File: src/design/dacc_pkg.sv
// package: register map, field layout and timing constants of the dual converter common control
package dacc_pkg;

  localparam logic [11:0] ADDR_COMMON  = 12'h000;
  localparam logic [11:0] ADDR_GUARD   = 12'h004;
  localparam logic [11:0] ADDR_CONV1   = 12'h008;
  localparam logic [11:0] ADDR_CONV2   = 12'h00c;
  localparam logic [11:0] ADDR_RESULT1 = 12'h010;
  localparam logic [11:0] ADDR_RESULT2 = 12'h014;

  localparam logic [7:0] COMMON_RESET = 8'h00;
  localparam logic [7:0] GUARD_RESET  = 8'h00;
  localparam logic [7:0] CONV_RESET   = 8'h00;

  localparam int JUSTIFY_BIT   = 7;
  localparam int CLKSEL_LSB    = 4;
  localparam int NEGREF_BIT    = 3;
  localparam int STARTALL_BIT  = 2;
  localparam int POSREF_LSB    = 0;
  localparam int GUARD_B_BIT   = 7;
  localparam int GUARD_A_BIT   = 6;
  localparam int GUARD_POL_BIT = 5;
  localparam int TX_POL_BIT    = 0;
  localparam int CONV_ON_BIT   = 0;
  localparam int CONV_GO_BIT   = 1;
  localparam int CHAN_LSB      = 2;

  localparam logic [2:0] CLK_DIV2  = 3'h0;
  localparam logic [2:0] CLK_DIV8  = 3'h1;
  localparam logic [2:0] CLK_DIV32 = 3'h2;
  localparam logic [2:0] CLK_RC_A  = 3'h3;
  localparam logic [2:0] CLK_DIV4  = 3'h4;
  localparam logic [2:0] CLK_DIV16 = 3'h5;
  localparam logic [2:0] CLK_DIV64 = 3'h6;
  localparam logic [2:0] CLK_RC_B  = 3'h7;

  localparam logic [1:0] PREF_SUPPLY   = 2'h0;
  localparam logic [1:0] PREF_RESERVED = 2'h1;
  localparam logic [1:0] PREF_PIN      = 2'h2;
  localparam logic [1:0] PREF_FIXED    = 2'h3;

  // a conversion is 11.5 periods: counted as 23 half periods
  localparam logic [4:0] CONV_HALF_PERIODS = 5'h17;
  localparam int         RESULT_BITS       = 10;

  typedef enum logic [1:0] {REF_SUPPLY, REF_EXT_PIN, REF_FIXED, REF_NONE} dacc_pref_t;

  typedef struct packed {
    dacc_pref_t pos_ref;
    logic       neg_ref_ext;
  } dacc_ref_t;

  typedef struct packed {
    logic guard_a_oe;
    logic guard_a;
    logic guard_b_oe;
    logic guard_b;
    logic tx;
  } dacc_guard_t;

endpackage

File: src/design/dacc_top.sv
// dual converter common control: clocking, references, start, routing, guard ring
`timescale 1ns/1ps

////////////////////////////////////////////////////////////////////////////////
// How it works
// - three-bit field picks RC clock or system clock divided by 2..64
// - bit period equals one conversion clock period; conversion takes 11.5 periods
// - positive reference: 00 supply, 10 external pin, 11 fixed; 01 reserved
// - negative reference is ground unless its select bit is set, then pin
// - combined start sets the start bit of each converter whose on bit is set; read returns OR of both
// - each converter's channel field picks its sample-and-hold input
// - 24 or 35 channels; three pins and internal sources shared by both
// - non-RC clock derives from system clock and tracks its frequency
// - guard B enable drives guard ring signal onto guard B pin
// - guard A enable drives guard ring signal onto guard A pin
// - guard B constant during a conversion; dual sample flips at second precharge
module dacc_top #(
  parameter int CHAN_BITS = 6,
  parameter int NUM_CHAN  = 35
) (
  input  wire logic                 clk_i,
  input  wire logic                 resetn_i,
  input  wire logic                 psel_i,
  input  wire logic                 penable_i,
  input  wire logic                 pwrite_i,
  input  wire logic [11:0]          paddr_i,
  input  wire logic [31:0]          pwdata_i,
  input  wire logic                 rc_clk_tick_i,
  input  wire logic                 dual_sample_i,
  input  wire logic [9:0]           sample1_i,
  input  wire logic [9:0]           sample2_i,
  output logic      [31:0]          prdata_o,
  output logic                      pready_o,
  output logic                      pslverr_o,
  output dacc_pkg::dacc_ref_t       ref_o,
  output logic      [CHAN_BITS-1:0] chan1_o,
  output logic      [CHAN_BITS-1:0] chan2_o,
  output logic      [1:0]           chan_shared_o,
  output logic      [1:0]           converting_o,
  output logic                      conv_tick_o,
  output dacc_pkg::dacc_guard_t     guard_o
);

  ////////////////////////////////////////////////////////////////////////////
  // register bus decode
  logic [7:0] common_reg;
  logic [7:0] guard_reg;
  logic [7:0] conv_reg [2];
  logic [15:0] result [2];
  logic [1:0] go;

  wire access   = psel_i && penable_i;
  wire wr       = access && pwrite_i;
  wire hit_com  = paddr_i == dacc_pkg::ADDR_COMMON;
  wire hit_grd  = paddr_i == dacc_pkg::ADDR_GUARD;
  wire hit_c1   = paddr_i == dacc_pkg::ADDR_CONV1;
  wire hit_c2   = paddr_i == dacc_pkg::ADDR_CONV2;
  wire hit_r1   = paddr_i == dacc_pkg::ADDR_RESULT1;
  wire hit_r2   = paddr_i == dacc_pkg::ADDR_RESULT2;
  wire mapped   = hit_com | hit_grd | hit_c1 | hit_c2 | hit_r1 | hit_r2;
  wire wr_com   = wr && hit_com;
  wire start_all = wr_com && pwdata_i[dacc_pkg::STARTALL_BIT];
  wire [1:0] wr_conv = {wr && hit_c2, wr && hit_c1};

  // combined bit is never stored; it is the OR of the per-converter bits
  wire [7:0] common_rd = {common_reg[7:3], |go, common_reg[1:0]};
  wire [7:0] conv_rd1  = {conv_reg[0][7:2], go[0], conv_reg[0][0]};
  wire [7:0] conv_rd2  = {conv_reg[1][7:2], go[1], conv_reg[1][0]};

  assign pready_o  = 1'b1;
  assign pslverr_o = access && !mapped;

  wire [31:0] next_prdata =
    hit_com ? {24'h000000, common_rd} :
    hit_grd ? {24'h000000, guard_reg} :
    hit_c1  ? {24'h000000, conv_rd1}  :
    hit_c2  ? {24'h000000, conv_rd2}  :
    hit_r1  ? {16'h0000, result[0]}   :
    hit_r2  ? {16'h0000, result[1]}   : 32'h00000000;

  // read data registered on setup so it is stable through the access phase
  always_ff @(posedge clk_i or negedge resetn_i)
  begin
    if (!resetn_i)
      prdata_o <= 32'h00000000;
    else if (psel_i && !penable_i)
      prdata_o <= next_prdata;
  end

  always_ff @(posedge clk_i or negedge resetn_i)
  begin
    if (!resetn_i)
    begin
      common_reg <= dacc_pkg::COMMON_RESET;
      guard_reg  <= dacc_pkg::GUARD_RESET;
    end
    else
    begin
      if (wr_com)
        common_reg <= {pwdata_i[7:3], 1'b0, pwdata_i[1:0]};
      if (wr && hit_grd)
        guard_reg <= {pwdata_i[7:5], 4'h0, pwdata_i[0]};
    end
  end

  ////////////////////////////////////////////////////////////////////////////
  // references
  wire [1:0] pref = common_reg[dacc_pkg::POSREF_LSB +: 2];

  always_comb
  begin
    case (pref)
      dacc_pkg::PREF_SUPPLY: ref_o.pos_ref = dacc_pkg::REF_SUPPLY;
      dacc_pkg::PREF_PIN:    ref_o.pos_ref = dacc_pkg::REF_EXT_PIN;
      dacc_pkg::PREF_FIXED:  ref_o.pos_ref = dacc_pkg::REF_FIXED;
      default:               ref_o.pos_ref = dacc_pkg::REF_NONE;
    endcase
    ref_o.neg_ref_ext = common_reg[dacc_pkg::NEGREF_BIT];
  end

  ////////////////////////////////////////////////////////////////////////////
  // conversion clock
  wire [2:0] clk_sel = common_reg[dacc_pkg::CLKSEL_LSB +: 3];
  logic [5:0] prescale;
  logic [5:0] div_mask;

  always_comb
  begin
    case (clk_sel)
      dacc_pkg::CLK_DIV2:  div_mask = 6'h00;
      dacc_pkg::CLK_DIV4:  div_mask = 6'h01;
      dacc_pkg::CLK_DIV8:  div_mask = 6'h03;
      dacc_pkg::CLK_DIV16: div_mask = 6'h07;
      dacc_pkg::CLK_DIV32: div_mask = 6'h0f;
      dacc_pkg::CLK_DIV64: div_mask = 6'h1f;
      default:             div_mask = 6'h00;
    endcase
  end

  wire use_rc = clk_sel == dacc_pkg::CLK_RC_A || clk_sel == dacc_pkg::CLK_RC_B;
  // a half period of the conversion clock: system clock divides track its rate
  wire half_tick = use_rc ? rc_clk_tick_i : (prescale & div_mask) == div_mask;
  assign conv_tick_o = half_tick;

  always_ff @(posedge clk_i or negedge resetn_i)
  begin
    if (!resetn_i)
      prescale <= 6'h00;
    else
      prescale <= prescale + 6'h01;
  end

  ////////////////////////////////////////////////////////////////////////////
  // per-converter control, sequencing and results
  typedef enum logic [1:0] {ST_IDLE, ST_FIRST, ST_SECOND} dacc_state_t;
  dacc_state_t state [2];
  logic [4:0] half_cnt [2];
  logic [1:0] done;
  logic [1:0] second_half;

  wire justify_right = common_reg[dacc_pkg::JUSTIFY_BIT];

  for (genvar i = 0; i < 2; i++)
  begin : g_conv
    wire [9:0] sample = (i == 0) ? sample1_i : sample2_i;
    wire conv_on = conv_reg[i][dacc_pkg::CONV_ON_BIT];
    wire next_go_wr = wr_conv[i] && pwdata_i[dacc_pkg::CONV_GO_BIT];
    wire last_half = half_tick && half_cnt[i] == dacc_pkg::CONV_HALF_PERIODS - 5'h01;
    wire more = state[i] == ST_FIRST && dual_sample_i;
    assign done[i] = state[i] != ST_IDLE && last_half && !more;
    assign second_half[i] = state[i] == ST_SECOND;

    always_ff @(posedge clk_i or negedge resetn_i)
    begin
      if (!resetn_i)
        conv_reg[i] <= dacc_pkg::CONV_RESET;
      else if (wr_conv[i])
        conv_reg[i] <= {pwdata_i[7:2], 1'b0, pwdata_i[0]};
    end

    // start wins over completion in the same cycle
    always_ff @(posedge clk_i or negedge resetn_i)
    begin
      if (!resetn_i)
        go[i] <= 1'b0;
      else if ((start_all || next_go_wr) && conv_on)
        go[i] <= 1'b1;
      else if (done[i] || !conv_on)
        go[i] <= 1'b0;
    end

    always_ff @(posedge clk_i or negedge resetn_i)
    begin
      if (!resetn_i)
      begin
        state[i]    <= ST_IDLE;
        half_cnt[i] <= 5'h00;
      end
      else
      begin
        case (state[i])
          ST_IDLE:
          begin
            half_cnt[i] <= 5'h00;
            if (go[i])
              state[i] <= ST_FIRST;
          end
          ST_FIRST, ST_SECOND:
          begin
            if (!conv_on)
              state[i] <= ST_IDLE;
            else if (last_half)
            begin
              half_cnt[i] <= 5'h00;
              state[i]    <= more ? ST_SECOND : ST_IDLE;
            end
            else if (half_tick)
              half_cnt[i] <= half_cnt[i] + 5'h01;
          end
          default: state[i] <= ST_IDLE;
        endcase
      end
    end

    always_ff @(posedge clk_i or negedge resetn_i)
    begin
      if (!resetn_i)
        result[i] <= 16'h0000;
      else if (done[i])
        result[i] <= justify_right ? {6'h00, sample} : {sample, 6'h00};
    end
  end

  assign converting_o = {state[1] != ST_IDLE, state[0] != ST_IDLE};
  // software waits the acquisition delay after a channel change
  assign chan1_o = conv_reg[0][dacc_pkg::CHAN_LSB +: CHAN_BITS];
  assign chan2_o = conv_reg[1][dacc_pkg::CHAN_LSB +: CHAN_BITS];

  // channels 0..2 are shared pins; internal sources sit above the pin range
  assign chan_shared_o[0] = chan1_o < 3 || chan1_o >= CHAN_BITS'(NUM_CHAN - 3);
  assign chan_shared_o[1] = chan2_o < 3 || chan2_o >= CHAN_BITS'(NUM_CHAN - 3);

  ////////////////////////////////////////////////////////////////////////////
  // guard ring outputs
  wire guard_pol = guard_reg[dacc_pkg::GUARD_POL_BIT];
  wire busy      = state[0] != ST_IDLE;

  always_comb
  begin
    guard_o.guard_b_oe = guard_reg[dacc_pkg::GUARD_B_BIT];
    guard_o.guard_a_oe = guard_reg[dacc_pkg::GUARD_A_BIT];
    // B flat over a conversion, flipped for the second sample only
    guard_o.guard_b    = guard_o.guard_b_oe && (guard_pol ^ second_half[0]);
    guard_o.guard_a    = guard_o.guard_a_oe && (guard_pol ^ busy);
    guard_o.tx         = guard_reg[dacc_pkg::TX_POL_BIT] ^ second_half[0];
  end

  ////////////////////////////////////////////////////////////////////////////
  // checks
  a_start_sets_go: assert property (@(posedge clk_i) disable iff (!resetn_i)
    start_all && conv_reg[0][0] |=> go[0]) else $error("combined start missed");

  a_done_clears_go: assert property (@(posedge clk_i) disable iff (!resetn_i)
    done[0] && !start_all && !wr_conv[0] |=> !go[0]) else $error("go not cleared");

  a_right_justify: assert property (@(posedge clk_i) disable iff (!resetn_i)
    done[1] && justify_right |=> result[1][15:10] == 6'h00) else $error("high bits");

  a_left_justify: assert property (@(posedge clk_i) disable iff (!resetn_i)
    done[1] && !justify_right |=> result[1][5:0] == 6'h00) else $error("low bits");

  a_div2_tick: assert property (@(posedge clk_i) disable iff (!resetn_i)
    clk_sel == dacc_pkg::CLK_DIV2 |-> half_tick) else $error("div2 clock");

  // a register write mid-conversion may legally move the pin, so it is excluded
  a_guard_b_flat: assert property (@(posedge clk_i) disable iff (!resetn_i)
    state[0] == ST_FIRST ##1 state[0] == ST_FIRST && $stable(guard_reg)
    |-> $stable(guard_o.guard_b)) else $error("guard b moved");

  a_guard_b_off: assert property (@(posedge clk_i) disable iff (!resetn_i)
    !guard_reg[7] |-> !guard_o.guard_b_oe && !guard_o.guard_b) else $error("guard b");

  a_neg_ref: assert property (@(posedge clk_i) disable iff (!resetn_i)
    wr_com |=> ref_o.neg_ref_ext == $past(pwdata_i[3])) else $error("neg ref");

endmodule

File: config.mk
export PLATFORM = sky130hd
export DESIGN_NAME = dacc_top
export DESIGN_NICKNAME = d
export VERILOG_FILES = /design/src/design/dacc_pkg.sv /design/src/design/dacc_top.sv
export SDC_FILE = /design/constraint.sdc
export NUM_CORES = 1
export LEC_CHECK = 0
export ABC_AREA = 0
export ABC_CLOCK_PERIOD_IN_PS = 2400
export BUFFER_PORTS_ARGS = -buffer_cell sky130_fd_sc_hd__buf_2
export CAP_MARGIN = 5
export CORE_UTILIZATION = 40
export DETAILED_ROUTE_END_ITERATION = 10
export GPL_TIMING_DRIVEN = 0
export PLACE_DENSITY = 0.76
export SLEW_MARGIN = 20
export SYNTH_ARGS = -nofsm -noshare
export SYNTH_HDL_FRONTEND = slang
export SYNTH_SLANG_ARGS = --single-unit
export TNS_END_PERCENT = 10
File: constraint.sdc
create_clock -name clk_i -period 2.4 [get_ports clk_i]
set_clock_uncertainty 0.1 [all_clocks]
set_input_delay 0.48 -clock clk_i [delete_from_list [all_inputs] [get_ports clk_i]]
set_output_delay 0.48 -clock clk_i [all_outputs]
set_load 0.05 [all_outputs]
==> results of run 1 <==
## layer usage
layer | wire length (um) | track usage (%) | vias to the layer above
met5 | 0 | 0 | -
met4 | 229 | 6.412 | 0
met3 | 783 | 3.551 | 21
met2 | 6324 | 31.40 | 166
met1 | 5935 | 26.96 | 2144
li1 | - | - | 1993
## cell usage after synthesis, types with 4 or more instances
| master | count |
|---|---|
| sky130_fd_sc_hd__ha_1 | 14 |
| sky130_fd_sc_hd__nand3_1 | 22 |
| sky130_fd_sc_hd__or2_2 | 6 |
| sky130_fd_sc_hd__buf_4 | 34 |
| sky130_fd_sc_hd__clkbuf_1 | 13 |
| sky130_fd_sc_hd__o21ai_0 | 27 |
| sky130_fd_sc_hd__mux2_2 | 48 |
| sky130_fd_sc_hd__o311ai_0 | 5 |
| sky130_fd_sc_hd__nor4_1 | 4 |
| sky130_fd_sc_hd__a211oi_1 | 4 |
| sky130_fd_sc_hd__a31oi_1 | 5 |
| sky130_fd_sc_hd__buf_2 | 5 |
| sky130_fd_sc_hd__dfrtp_1 | 94 |
| sky130_fd_sc_hd__nor2_1 | 13 |
| sky130_fd_sc_hd__nand2_1 | 37 |
| sky130_fd_sc_hd__and2_1 | 7 |
| sky130_fd_sc_hd__o211ai_1 | 6 |
| sky130_fd_sc_hd__o22ai_1 | 5 |
| sky130_fd_sc_hd__nand2b_1 | 12 |
| sky130_fd_sc_hd__mux2_4 | 7 |
| sky130_fd_sc_hd__a22oi_1 | 12 |
| sky130_fd_sc_hd__mux2i_1 | 13 |
| sky130_fd_sc_hd__inv_1 | 26 |
| sky130_fd_sc_hd__a21oi_1 | 14 |
| sky130_fd_sc_hd__nor2b_1 | 18 |
| sky130_fd_sc_hd__nor3_1 | 6 |
## cell families after synthesis
family | count (synthesis)
fa+ha+maj | 14
simple gates | 143
other cells | 2
mux | 69
compound gates | 97
flops | 94
buf+inv | 81
xor+xnor | 6
## worst reg2reg max path, delay by kind of cell (launching register included)
family | cells | cell delay [ns]
compound gates | 2 | 0.37
buf+inv | 3 | 0.50
flops | 1 | 0.44
mux | 1 | 0.36
simple gates | 2 | 0.37
## worst paths after layout
check,start,end,slack [ns],cells after the start
setup / recovery,paddr_i[4],common_reg[3],0.02,5
hold / removal,sample2_i[2],result[2],0.30,3
setup reg to reg,common_reg[5],result[15],0.14,8
hold reg to reg,prescale[4],prescale[4],0.37,1
max in group asynchronous,resetn_i,prescale[2],1.09,3
min in group asynchronous,resetn_i,result[9],0.48,2
## power breakdown
group / switching (W) / leakage (nW) / total, W / internal, W
logic: 0.000215 / 1.72 / 0.000315 / 0.0000998
registers: 0.0000111 / 1.23 / 0.00161 / 0.00160
clock network: 0.000591 / 0.141 / 0.00142 / 0.000827
total: 0.000818 / 3.09 / 0.00335 / 0.00253
## metrics by stage
step | hold slack [ns] | instance area [um2]
after floorplan | 0.08441 | 5383
after global placement | 0.3664 | 6038
after detailed placement | 0.2823 | 6072
after CTS | 0.2971 | 6411
after global routing | 0.3014 | 6447
final | 0.3009 | 6447
## cell type report
type	count	area, um2	area share, %
multi-input cells	346	2603	40.36
flip-flops and latches	94	2355	36.52
repair buffers	92	505.5	7.840
plain buffers	55	381.6	5.919
clock buffers	11	242.7	3.765
well taps	172	215.2	3.338
inverters	26	97.59	1.514
clock inverters	4	47.55	0.7374
## what timing repair did
action,in CTS,in global routing
hold buffers,1,0
pin swaps,2,1
setup buffers,2,0
resized for setup,10,13
endpoints found under the setup margin,19,27
hold endpoints to repair,29,0
==> metrics.txt, run 1 <==
# TYPE chip_impl_metric gauge
chip_impl_info{name="status",value="complete, no violations"} 1
chip_impl_info{name="path_cells",value="buf_2 -> or4_1 -> buf_2 -> nor4b_4 -> mux2_2"} 1
chip_impl_metric{name="filler_cell_count_in_the_final_layout",unit=""} 1194
chip_impl_metric{name="detail_route.wl_per_cell",unit="um"} 16.59
chip_impl_info{name="end_kind",value="register"} 1
chip_impl_metric{name="ctsLongestPathBuffers",unit=""} 2
chip_impl_metric{name="vdd_ir_drop_max",unit="V"} 0.0004209
chip_impl_metric{name="gp_congestion",unit=""} 0.9228
chip_impl_metric{name="final-max-slew-violation-count",unit=""} 0
chip_impl_metric{name="power_leakage",unit="nW"} 3.093
chip_impl_metric{name="yosys_register_bits",unit=""} 94
chip_impl_metric{name="grt_start_max_net_pins",unit=""} 66
chip_impl_metric{name="viasPerCell",unit=""} 5.405
chip_impl_metric{name="synthMuxAreaShare",unit="%"} 14.78
chip_impl_info{name="timing.critical_path.mode_cell",value="sky130_fd_sc_hd__buf_2"} 1
chip_impl_metric{name="instance_count_of_the_mapped_netlist",unit=""} 506
chip_impl_metric{name="largest_register_ffs",unit=""} 32
chip_impl_info{name="post-synth-top-area-cell",value="sky130_fd_sc_hd__dfrtp_1"} 1
chip_impl_info{name="layout_commonest_cell",value="sky130_fd_sc_hd__dfrtp_1"} 1
chip_impl_metric{name="proportion_of_synthesized_flip_flops_having_asynchronous_set_or_reset",unit="%"} 100.0
chip_impl_metric{name="clock_sink_count",unit=""} 94
chip_impl_info{name="worst_path_dominant_cell_family",value="simple AND/OR/NAND/NOR gates"} 1
chip_impl_metric{name="synth_top_cell_area_share",unit="%"} 44.16
chip_impl_metric{name="grt_util_all_layers",unit="%"} 19.69
chip_impl_metric{name="yosys.area_share.adder",unit="%"} 3.289
chip_impl_metric{name="synthesis.area_per_instance",unit="um2"} 10.53
chip_impl_metric{name="die-width",unit="um"} 117.4
chip_impl_metric{name="crit_required",unit="ns"} 2.52
chip_impl_metric{name="slew_headroom",unit="%"} 40.18
chip_impl_info{name="setup_repair_after_global_routing_missed_its_margin",value="yes"} 1
chip_impl_metric{name="max_stage_delay",unit="ns"} 0.75
chip_impl_metric{name="synth-compound-area-share",unit="%"} 12.50
chip_impl_metric{name="routed_wirelength",unit="um"} 13270
chip_impl_info{name="top_register",value="result"} 1
chip_impl_metric{name="starting_density_of_the_core",unit="%"} 41.53
chip_impl_metric{name="die_h",unit="um"} 117.4
chip_impl_metric{name="fin_crit",unit="ns"} 2.383
chip_impl_metric{name="critical_path.n_buffers_inverters",unit=""} 2
chip_impl_metric{name="critical_path.max_fanout",unit=""} 10
chip_impl_info{name="hold_class",value="primary input to register"} 1
chip_impl_metric{name="worstMarginPinSlew",unit="ns"} 0.8848
chip_impl_metric{name="antenna_cells_inserted",unit=""} 0
chip_impl_metric{name="cts-buffers-inserted",unit=""} 9
chip_impl_metric{name="timing.final.hold_violations",unit=""} 0
chip_impl_info{name="mostFrequentLayoutCells",value="92 x sky130_fd_sc_hd__dfrtp_1, 90 x sky130_fd_sc_hd__buf_2, 47 x sky130_fd_sc_hd__mux2_2, 37 x sky130_fd_sc_hd__nand2_1, 36 x sky130_fd_sc_hd__buf_4"} 1
chip_impl_info{name="ranking_of_synthesized_cells_by_area",value="sky130_fd_sc_hd__dfrtp_1 44%, sky130_fd_sc_hd__mux2_2 10%, sky130_fd_sc_hd__buf_4 4.8%"} 1
chip_impl_metric{name="initialDrtViolationCount",unit=""} 259
chip_impl_metric{name="synth-xor-area-share",unit="%"} 0.9866
chip_impl_metric{name="design.die.area",unit="mm2"} 0.01378
chip_impl_metric{name="layout-area-overhead-vs-synth",unit="%"} 21.05
chip_impl_info{name="critical_path.startpoint_type",value="primary input"} 1
chip_impl_metric{name="final-setup-viol-count",unit=""} 0
chip_impl_metric{name="io_pins",unit=""} 130
chip_impl_info{name="worstSetupPathType",value="primary input to register"} 1
chip_impl_info{name="timing.critical_path.slowest_stage_cell",value="sky130_fd_sc_hd__nor4b_4"} 1
chip_impl_metric{name="synth-edff-count",unit=""} 0
chip_impl_metric{name="synthSimpleGateAreaFrac",unit="%"} 15.62
chip_impl_metric{name="numnets_final",unit=""} 709
chip_impl_metric{name="fmaxAchievable",unit="MHz"} 419.6
chip_impl_metric{name="place_hpwl",unit="um"} 9811
chip_impl_metric{name="finalWorstSetupSlack",unit="ns"} 0.01668
chip_impl_metric{name="ys_types",unit=""} 56
chip_impl_metric{name="synth_sequential_area_ratio",unit="%"} 44.16
chip_impl_metric{name="design_power_total",unit="W"} 0.003346
chip_impl_metric{name="placement.io_buffers",unit=""} 88
chip_impl_metric{name="insertion_delay",unit="ns"} 0.34
chip_impl_info{name="main_combinational_cell_family_by_area_after_synthesis",value="simple AND/OR/NAND/NOR gates"} 1
chip_impl_metric{name="route.detailed.drc",unit=""} 0
chip_impl_metric{name="fin_crit_sh",unit="%"} 99.31
chip_impl_metric{name="ctsHtreeMaxLevel",unit=""} 3
chip_impl_metric{name="grt_antenna_before_repair",unit=""} 0
chip_impl_metric{name="grt_pass1_wl",unit="um"} 21540
chip_impl_metric{name="postRouteAntennaNets",unit=""} 0
chip_impl_metric{name="setup_tns",unit="ns"} 0
chip_impl_metric{name="detailroute.via_count",unit=""} 4324
chip_impl_info{name="clk_root_buffer_cell",value="sky130_fd_sc_hd__clkbuf_16"} 1
chip_impl_metric{name="rows",unit=""} 41
chip_impl_metric{name="grt_remaining_overflow",unit=""} 0
chip_impl_metric{name="syn_area",unit="mm2"} 0.005326
chip_impl_metric{name="place_ws",unit="ns"} -0.3486
chip_impl_metric{name="synth.yosys.warnings",unit=""} 0
chip_impl_info{name="commonest_register_cell_after_synthesis",value="sky130_fd_sc_hd__dfrtp_1"} 1
chip_impl_metric{name="detailedRoute.firstPassIterationCount",unit=""} 5
chip_impl_info{name="tritoncts",value="yes"} 1
chip_impl_metric{name="post_place_cells",unit=""} 782
chip_impl_metric{name="clock_pin_slew_on_the_worst_setup_and_hold_paths",unit="ns"} 0.06
chip_impl_metric{name="core_area",unit="mm2"} 0.01282
chip_impl_metric{name="instances_no_fill",unit=""} 800
chip_impl_metric{name="grt_pass1_vias",unit=""} 4201
chip_impl_metric{name="cap_violations",unit=""} 0
chip_impl_metric{name="power_per_cell_area",unit="mW/mm2"} 518.9
chip_impl_metric{name="drive_gt1_share",unit="%"} 36.62
chip_impl_metric{name="final_util",unit="%"} 50.27
chip_impl_info{name="registers_with_the_most_flip_flops",value="result (32), prdata_o (16), half_cnt (10)"} 1
chip_impl_metric{name="crit_arrival",unit="ns"} 2.51
No activity file was read; power rests on OpenSTA's default activity.
==> inputs of run 2 (changes only) <==
==> constraint.sdc (replaced) <==
create_clock -name clk_i -period 2.4 [get_ports clk_i]
set_clock_uncertainty 0.1 [all_clocks]
set_input_delay 0.12 -clock clk_i [delete_from_list [all_inputs] [get_ports clk_i]]
set_output_delay 0.12 -clock clk_i [all_outputs]
set_load 0.05 [all_outputs]
==> run 2 against run 1 <==
Net effect: clock power barely moved; sequential power barely moved; sequential cell count did not move; worst setup slack improved by 0.092 ns; cell area rose by 2.4%; non-clock buffer count rose by 20; count of clock-buffer cells in the layout did not move; core utilization rose by 1.2 points; cell count rose by 2.6%; die area did not move; worst hold slack got worse by 0.26 ns; routed wire length rose by 1.6%.
==> metrics.txt, run 2 (synthesized netlist as in run 1, its figures left out) <==
# TYPE chip_impl_metric gauge
chip_impl_metric{name="grt_start_max_net_pins",unit=""} 84
chip_impl_info{name="end_kind",value="register"} 1
chip_impl_metric{name="detail_route.wl_per_cell",unit="um"} 16.42
chip_impl_metric{name="design_power_total",unit="W"} 0.003351
chip_impl_metric{name="clock_pin_slew_on_the_worst_setup_and_hold_paths",unit="ns"} 0.07
chip_impl_metric{name="fmaxAchievable",unit="MHz"} 436.4
chip_impl_metric{name="gp_congestion",unit=""} 0.9152
chip_impl_info{name="layout_commonest_cell",value="sky130_fd_sc_hd__dfrtp_1"} 1
chip_impl_info{name="mostFrequentLayoutCells",value="94 x sky130_fd_sc_hd__dfrtp_1, 90 x sky130_fd_sc_hd__buf_2, 48 x sky130_fd_sc_hd__mux2_2, 38 x sky130_fd_sc_hd__buf_4, 37 x sky130_fd_sc_hd__nand2_1"} 1
chip_impl_metric{name="grt_pass1_wl",unit="um"} 21830
chip_impl_metric{name="register_to_register_path_setup_slack",unit="ns"} 0.11
chip_impl_metric{name="final-max-slew-violation-count",unit=""} 0
chip_impl_metric{name="clock_sink_count",unit=""} 94
chip_impl_metric{name="design.die.area",unit="mm2"} 0.01378
chip_impl_metric{name="routed_wirelength",unit="um"} 13480
chip_impl_info{name="critical_path.reg2reg.startpoint",value="common_reg[5]"} 1
chip_impl_metric{name="final-setup-viol-count",unit=""} 0
chip_impl_metric{name="core_area",unit="mm2"} 0.01282
chip_impl_metric{name="instances_no_fill",unit=""} 821
chip_impl_metric{name="postRouteAntennaNets",unit=""} 0
chip_impl_info{name="tritoncts",value="yes"} 1
chip_impl_info{name="worst_path_dominant_cell_family",value="compound AO/OA/AOI/OAI gates"} 1
chip_impl_metric{name="max_stage_delay",unit="ns"} 0.43
chip_impl_info{name="setup_repair_after_global_routing_missed_its_margin",value="no"} 1
chip_impl_metric{name="vdd_ir_drop_max",unit="V"} 0.0003723
chip_impl_metric{name="grt_remaining_overflow",unit=""} 0
chip_impl_info{name="timing.critical_path.from",value="common_reg[5]"} 1
chip_impl_metric{name="cts-buffers-inserted",unit=""} 9
chip_impl_metric{name="viasPerCell",unit=""} 5.322
chip_impl_metric{name="crit_required",unit="ns"} 2.53
chip_impl_metric{name="place_hpwl",unit="um"} 9975
chip_impl_metric{name="largest_register_ffs",unit=""} 32
chip_impl_metric{name="grt_antenna_before_repair",unit=""} 0
chip_impl_metric{name="power_per_cell_area",unit="mW/mm2"} 507.3
chip_impl_info{name="registers_with_the_most_flip_flops",value="result (32), prdata_o (16), half_cnt (10)"} 1
chip_impl_metric{name="seqPwrFrac",unit="%"} 48.1
chip_impl_info{name="top_register",value="result"} 1
chip_impl_metric{name="p_sw",unit="W"} 0.0008635
chip_impl_metric{name="fin_crit_sh",unit="%"} 95.48
chip_impl_metric{name="post_place_cells",unit=""} 782
chip_impl_metric{name="ctsLongestPathBuffers",unit=""} 2
chip_impl_metric{name="worstMarginPinSlew",unit="ns"} 0.9480
chip_impl_metric{name="layout-area-overhead-vs-synth",unit="%"} 24.01
chip_impl_metric{name="fin_crit",unit="ns"} 2.292
chip_impl_metric{name="crit_arrival",unit="ns"} 2.43
chip_impl_info{name="hold_class",value="primary input to asynchronous set/reset pin"} 1
chip_impl_metric{name="p_comb_share",unit="%"} 10.1
chip_impl_metric{name="io_pins",unit=""} 130
chip_impl_metric{name="detailroute.via_count",unit=""} 4369
chip_impl_metric{name="grt_pass1_vias",unit=""} 4280
chip_impl_metric{name="antenna_cells_inserted",unit=""} 0
chip_impl_info{name="status",value="complete, no violations"} 1
chip_impl_info{name="timing.rr.end",value="result[31]"} 1
chip_impl_metric{name="setup_tns",unit="ns"} 0
chip_impl_info{name="clk_root_buffer_cell",value="sky130_fd_sc_hd__clkbuf_16"} 1
chip_impl_info{name="timing.critical_path.mode_cell",value="sky130_fd_sc_hd__buf_4"} 1
chip_impl_metric{name="numnets_final",unit=""} 729
chip_impl_metric{name="insertion_delay",unit="ns"} 0.35
chip_impl_metric{name="route.detailed.drc",unit=""} 0
chip_impl_metric{name="critical_path.n_buffers_inverters",unit=""} 2
chip_impl_metric{name="timing.final.hold_violations",unit=""} 0
chip_impl_metric{name="ctsHtreeMaxLevel",unit=""} 3
chip_impl_info{name="path_cells",value="nor2b_1 -> o21ai_0 -> a41oi_2 -> buf_4 -> a2111oi_4 -> buf_4 -> mux2_2"} 1
chip_impl_metric{name="initialDrtViolationCount",unit=""} 331
chip_impl_metric{name="detailedRoute.firstPassIterationCount",unit=""} 5
chip_impl_info{name="worstSetupPathType",value="register to register"} 1
chip_impl_metric{name="die-width",unit="um"} 117.4
chip_impl_metric{name="power.clock.fraction",unit="%"} 41.8
chip_impl_metric{name="cell_internal_pwr",unit="W"} 0.002488
chip_impl_metric{name="timing.reg2reg.worst_path_depth",unit=""} 7
chip_impl_metric{name="power_leakage",unit="nW"} 3.168
chip_impl_metric{name="die_h",unit="um"} 117.4
chip_impl_metric{name="netSwitchingFraction",unit="%"} 25.77
chip_impl_metric{name="rows",unit=""} 41
chip_impl_metric{name="critical_path.max_fanout",unit=""} 10
chip_impl_metric{name="placement.io_buffers",unit=""} 88
chip_impl_metric{name="grt_util_all_layers",unit="%"} 20.15
chip_impl_info{name="critical_path.startpoint_type",value="register"} 1
chip_impl_metric{name="drive_gt1_share",unit="%"} 34.51
chip_impl_metric{name="slew_headroom",unit="%"} 35.91
chip_impl_info{name="timing.critical_path.slowest_stage_cell",value="sky130_fd_sc_hd__dfrtp_1"} 1
chip_impl_metric{name="starting_density_of_the_core",unit="%"} 41.53
chip_impl_metric{name="cap_violations",unit=""} 0
[run 2: changes by cell type in the layout (fill, tap and decap cells not counted), sizes merged]
| cell | previous run | this run |
|---|---|---|
| buf | 134 | 133 |
| bufinv | 1 | 0 |
| clkbuf | 23 | 24 |
| clkinvlp | 1 | 2 |
| dlygate4sd3 | 1 | 21 |
| inv | 26 | 27 |
[run 2: layout make-up]
cell class	count	area [um2]
Sequential cell	94	2352
Inverter	26	97.59
Buffer	54	362.8
Tap cell	172	215.2
Fill cell	1167	6220
Timing Repair Buffer	113	706.9
Clock buffer	11	252.7
Multi-Input combinational cell	346	2576
Clock inverter	5	41.29
[run 2: worst reg2reg max path: cells and delay by family, from the launching register on]
family | cells | cell delay, ns
buffers and inverters | 2 | 0.49
AO/OA/AOI/OAI | 3 | 0.65
flip-flops | 1 | 0.43
AND/OR/NAND/NOR | 1 | 0.15
multiplexers | 1 | 0.37
[run 2: metal layers]
layer	track usage, %	vias to the layer above	part of all wire, %
met5	0	-	0
met4	6.331	0	1.6
met3	4.426	17	7.0
met2	32.21	185	47
met1	27.10	2122	44
li1	-	2045	-
[run 2: power groups by stage]
stage,registers (W),clock network [W],logic (W)
2_1_floorplan,0.00167,0,0.000160
3_3_place_gp,0.00164,0,0.000298
3_5_place_dp,0.00164,0,0.000310
4_1_cts,0.00161,0.00142,0.000338
5_1_grt,0.00161,0.00149,0.000364
6_report,0.00161,0.00140,0.000338
[run 2: how the worst max path moves through the flow]
stage,endpoint,slack [ns],cells after the start
after floorplan,result[25],0.18,6
after global placement,result[31],-0.21,6
after detailed placement,result[31],-0.25,6
after CTS,result[15],0.02,8
after global routing,result[15],0.002,8
final,result[31],0.11,7
[run 2: timing repair]
item / 4_1_cts / 5_1_grt
buffers inserted: 1 / 2
setup endpoints to repair: 21 / 4
hold endpoints to repair: 132 / 0
gates resized for setup: 4 / 0
pin swaps: 1 / 1
hold buffers: 21 / 0
[run 2: through the flow]
step	utilization, %	setup WS (ns)	hold slack (ns)	cell area, um2
2_1_floorplan	-	0.1787	-0.2756	5383
3_3_place_gp	47.08	-0.2123	0.2837	6038
3_5_place_dp	47.35	-0.2473	-0.1566	6072
4_1_cts	51.41	0.01600	0.03164	6594
5_1_grt	51.50	0.002383	0.03796	6605
6_report	51.50	0.1085	0.04015	6605
==> inputs of run 3 (changes only) <==
REMOVE_ABC_BUFFERS = 1   (was not set)
==> run 3 against run 2 <==
Net effect: cell area down 3.6%; cell count is 5.7% lower; sequential share of layout area increased by 1.4 points; critical path depth down 1; power increased by 4.1%; non-clock buffer count fell by 47; first-iteration DRC count fell by 6.9%; sequential cell count did not move; clock power grew 12%; count of clock-buffer cells in the layout down 2; via count decreased by 3.0%; register-to-register slack improved by 0.02 ns; largest power group unchanged.
==> metrics.txt, run 3 (synthesized netlist as in run 1, its figures left out) <==
# TYPE chip_impl_metric gauge
chip_impl_metric{name="power_leakage",unit="nW"} 2.986
chip_impl_metric{name="crit_arrival",unit="ns"} 2.40
chip_impl_metric{name="grt_pass1_wl",unit="um"} 21250
chip_impl_metric{name="drive_gt1_share",unit="%"} 32.23
chip_impl_info{name="clk_root_buffer_cell",value="sky130_fd_sc_hd__clkbuf_16"} 1
chip_impl_metric{name="final-max-slew-violation-count",unit=""} 0
chip_impl_metric{name="critical_path.n_buffers_inverters",unit=""} 2
chip_impl_metric{name="design_power_total",unit="W"} 0.003488
chip_impl_metric{name="largest_register_ffs",unit=""} 32
chip_impl_metric{name="worstMarginPinSlew",unit="ns"} 0.9695
chip_impl_metric{name="viasPerCell",unit=""} 5.475
chip_impl_metric{name="critical_path.max_fanout",unit=""} 9
chip_impl_metric{name="gp_congestion",unit=""} 0.8744
chip_impl_info{name="timing.rr.end",value="result[23]"} 1
chip_impl_metric{name="finalWorstSetupSlack",unit="ns"} 0.1287
chip_impl_info{name="hold_class",value="primary input to register"} 1
chip_impl_metric{name="core_area",unit="mm2"} 0.01282
chip_impl_metric{name="cts-buffers-inserted",unit=""} 9
chip_impl_metric{name="grt_start_max_net_pins",unit=""} 82
chip_impl_metric{name="ctsLongestPathBuffers",unit=""} 2
chip_impl_metric{name="grt_remaining_overflow",unit=""} 0
chip_impl_info{name="status",value="complete, no violations"} 1
chip_impl_info{name="worstSetupPathType",value="register to register"} 1
chip_impl_metric{name="max_stage_delay",unit="ns"} 0.48
chip_impl_metric{name="design.die.area",unit="mm2"} 0.01378
chip_impl_metric{name="register_to_register_path_setup_slack",unit="ns"} 0.13
chip_impl_metric{name="grt_util_all_layers",unit="%"} 19.57
chip_impl_metric{name="place_hpwl",unit="um"} 9560
chip_impl_info{name="timing.critical_path.slowest_stage_cell",value="sky130_fd_sc_hd__dfrtp_1"} 1
chip_impl_metric{name="die-width",unit="um"} 117.4
chip_impl_metric{name="io_pins",unit=""} 130
chip_impl_metric{name="layout-area-overhead-vs-synth",unit="%"} 19.50
chip_impl_metric{name="crit_cells",unit=""} 6
chip_impl_metric{name="final-setup-viol-count",unit=""} 0
chip_impl_info{name="timing.critical_path.from",value="common_reg[4]"} 1
chip_impl_info{name="critical_path.startpoint_type",value="register"} 1
chip_impl_metric{name="antenna_cells_inserted",unit=""} 0
chip_impl_metric{name="route.detailed.drc",unit=""} 0
chip_impl_metric{name="crit_required",unit="ns"} 2.53
chip_impl_info{name="end_kind",value="register"} 1
chip_impl_metric{name="insertion_delay",unit="ns"} 0.35
chip_impl_info{name="layout_commonest_cell",value="sky130_fd_sc_hd__dfrtp_1"} 1
chip_impl_info{name="path_cells",value="o21ai_1 -> a41oi_4 -> a2111oi_4 -> buf_6 -> buf_4 -> mux2_2"} 1
chip_impl_metric{name="detail_route.wl_per_cell",unit="um"} 17.10
chip_impl_metric{name="die_h",unit="um"} 117.4
chip_impl_metric{name="place_ws",unit="ns"} -0.7922
chip_impl_metric{name="vdd_ir_drop_max",unit="V"} 0.0004902
chip_impl_info{name="registers_with_the_most_flip_flops",value="result (32), prdata_o (16), half_cnt (10)"} 1
chip_impl_metric{name="grt_antenna_before_repair",unit=""} 0
chip_impl_metric{name="placement.io_buffers",unit=""} 88
chip_impl_info{name="critical_path.reg2reg.startpoint",value="common_reg[4]"} 1
chip_impl_info{name="setup_repair_after_global_routing_missed_its_margin",value="yes"} 1
chip_impl_metric{name="starting_density_of_the_core",unit="%"} 41.53
chip_impl_metric{name="timing.reg2reg.worst_path_depth",unit=""} 6
chip_impl_metric{name="fmaxAchievable",unit="MHz"} 440.3
chip_impl_metric{name="detailedRoute.firstPassIterationCount",unit=""} 5
chip_impl_metric{name="numnets_final",unit=""} 682
chip_impl_metric{name="grt_pass1_vias",unit=""} 4149
chip_impl_metric{name="fin_crit",unit="ns"} 2.271
chip_impl_metric{name="routed_wirelength",unit="um"} 13240
chip_impl_metric{name="detailroute.via_count",unit=""} 4238
chip_impl_info{name="worst_path_dominant_cell_family",value="compound AO/OA/AOI/OAI gates"} 1
chip_impl_info{name="top_register",value="result"} 1
chip_impl_metric{name="power_per_cell_area",unit="mW/mm2"} 548.0
chip_impl_metric{name="fin_crit_sh",unit="%"} 94.64
chip_impl_metric{name="timing.final.hold_violations",unit=""} 0
chip_impl_metric{name="slew_headroom",unit="%"} 35.23
chip_impl_metric{name="ctsHtreeMaxLevel",unit=""} 3
chip_impl_info{name="mostFrequentLayoutCells",value="93 x sky130_fd_sc_hd__dfrtp_1, 87 x sky130_fd_sc_hd__buf_2, 48 x sky130_fd_sc_hd__mux2_2, 37 x sky130_fd_sc_hd__nand2_1"} 1
chip_impl_metric{name="cap_violations",unit=""} 0
chip_impl_metric{name="postRouteAntennaNets",unit=""} 0
chip_impl_metric{name="rows",unit=""} 41
chip_impl_metric{name="initialDrtViolationCount",unit=""} 308
chip_impl_info{name="timing.critical_path.to",value="result[23]"} 1
chip_impl_metric{name="clock_sink_count",unit=""} 94
chip_impl_info{name="tritoncts",value="yes"} 1
chip_impl_metric{name="clock_pin_slew_on_the_worst_setup_and_hold_paths",unit="ns"} 0.07
-- run 3: cell count changes in the layout (fill, tap and decap cells not counted), sizes merged --
cell      delta
clkbuf      -15
buf         -34
inv          +2
clkinv       -1
bufinv       +2
clkinvlp     -1
-- run 3: layout make-up --
type	instances	area, um2
Tap cell	172	215.2
Multi-Input combinational cell	346	2605
Sequential cell	94	2354
Clock inverter	7	102.6
Fill cell	1150	6460
Inverter	26	100.1
Timing Repair Buffer	120	763.2
Clock buffer	9	225.2
-- run 3: report_power, final --
part / leakage (nW) / internal [W] / total [W] / switching [W]
clock: 0.157 / 0.000926 / 0.00157 / 0.000643
combinational: 1.59 / 0.0000971 / 0.000309 / 0.000212
sequential: 1.24 / 0.00160 / 0.00161 / 0.0000101
total: 2.99 / 0.00262 / 0.00349 / 0.000865
-- run 3: worst min path at each step --
stage / start / cells after the start / to
2_1_floorplan: resetn_i / 0 / chan1_o[0]
3_3_place_gp: pwdata_i[1] / 3 / common_reg[1]
4_1_cts: sample1_i[6] / 3 / result[28]
3_5_place_dp: resetn_i / 1 / prdata_o[14]
5_1_grt: resetn_i / 2 / result[12]
6_report: sample1_i[6] / 3 / result[28]
-- run 3: per-stage QoR --
step           setup TNS [ns]  util (%)  instance area [um2]  hold WS, ns  std cells
3_5_place_dp           -13.45     44.79                 5744      -0.1472        730
3_3_place_gp           -30.93     44.30                 5682       0.2767        726
6_report                    0     49.63                 6365      0.03977        774
4_1_cts                     0     49.28                 6320      0.03120        769
5_1_grt            -0.0004277     49.63                 6365      0.04657        774
2_1_floorplan          -7.660         -                 5026      -0.2756        466
-- run 3: per-layer routing --
metal / GRT usage, % / share of wire (%) / vias up
li1: - / - / 1942
met1: 25.05 / 42 / 2092
met2: 32.77 / 49 / 180
met3: 4.280 / 7.0 / 24
met4: 6.250 / 1.6 / 0
met5: 0 / 0 / -
-- run 3: repair_timing --
action	4_1_cts	5_1_grt
buffers inserted	2	5
gates resized for setup	8	2
endpoints found under the setup margin	32	16
hold buffers	21	0
pin swaps	1	1
hold endpoints to repair	133	0
-- run 3: worst reg2reg max path: stages, from the launching register on --
cell and delay [ns]:
sky130_fd_sc_hd__dfrtp_1 0.48, sky130_fd_sc_hd__o21ai_1 0.29, sky130_fd_sc_hd__a41oi_4 0.22, sky130_fd_sc_hd__a2111oi_4 0.33, sky130_fd_sc_hd__buf_6 0.18, sky130_fd_sc_hd__buf_4 0.20, sky130_fd_sc_hd__mux2_2 0.36
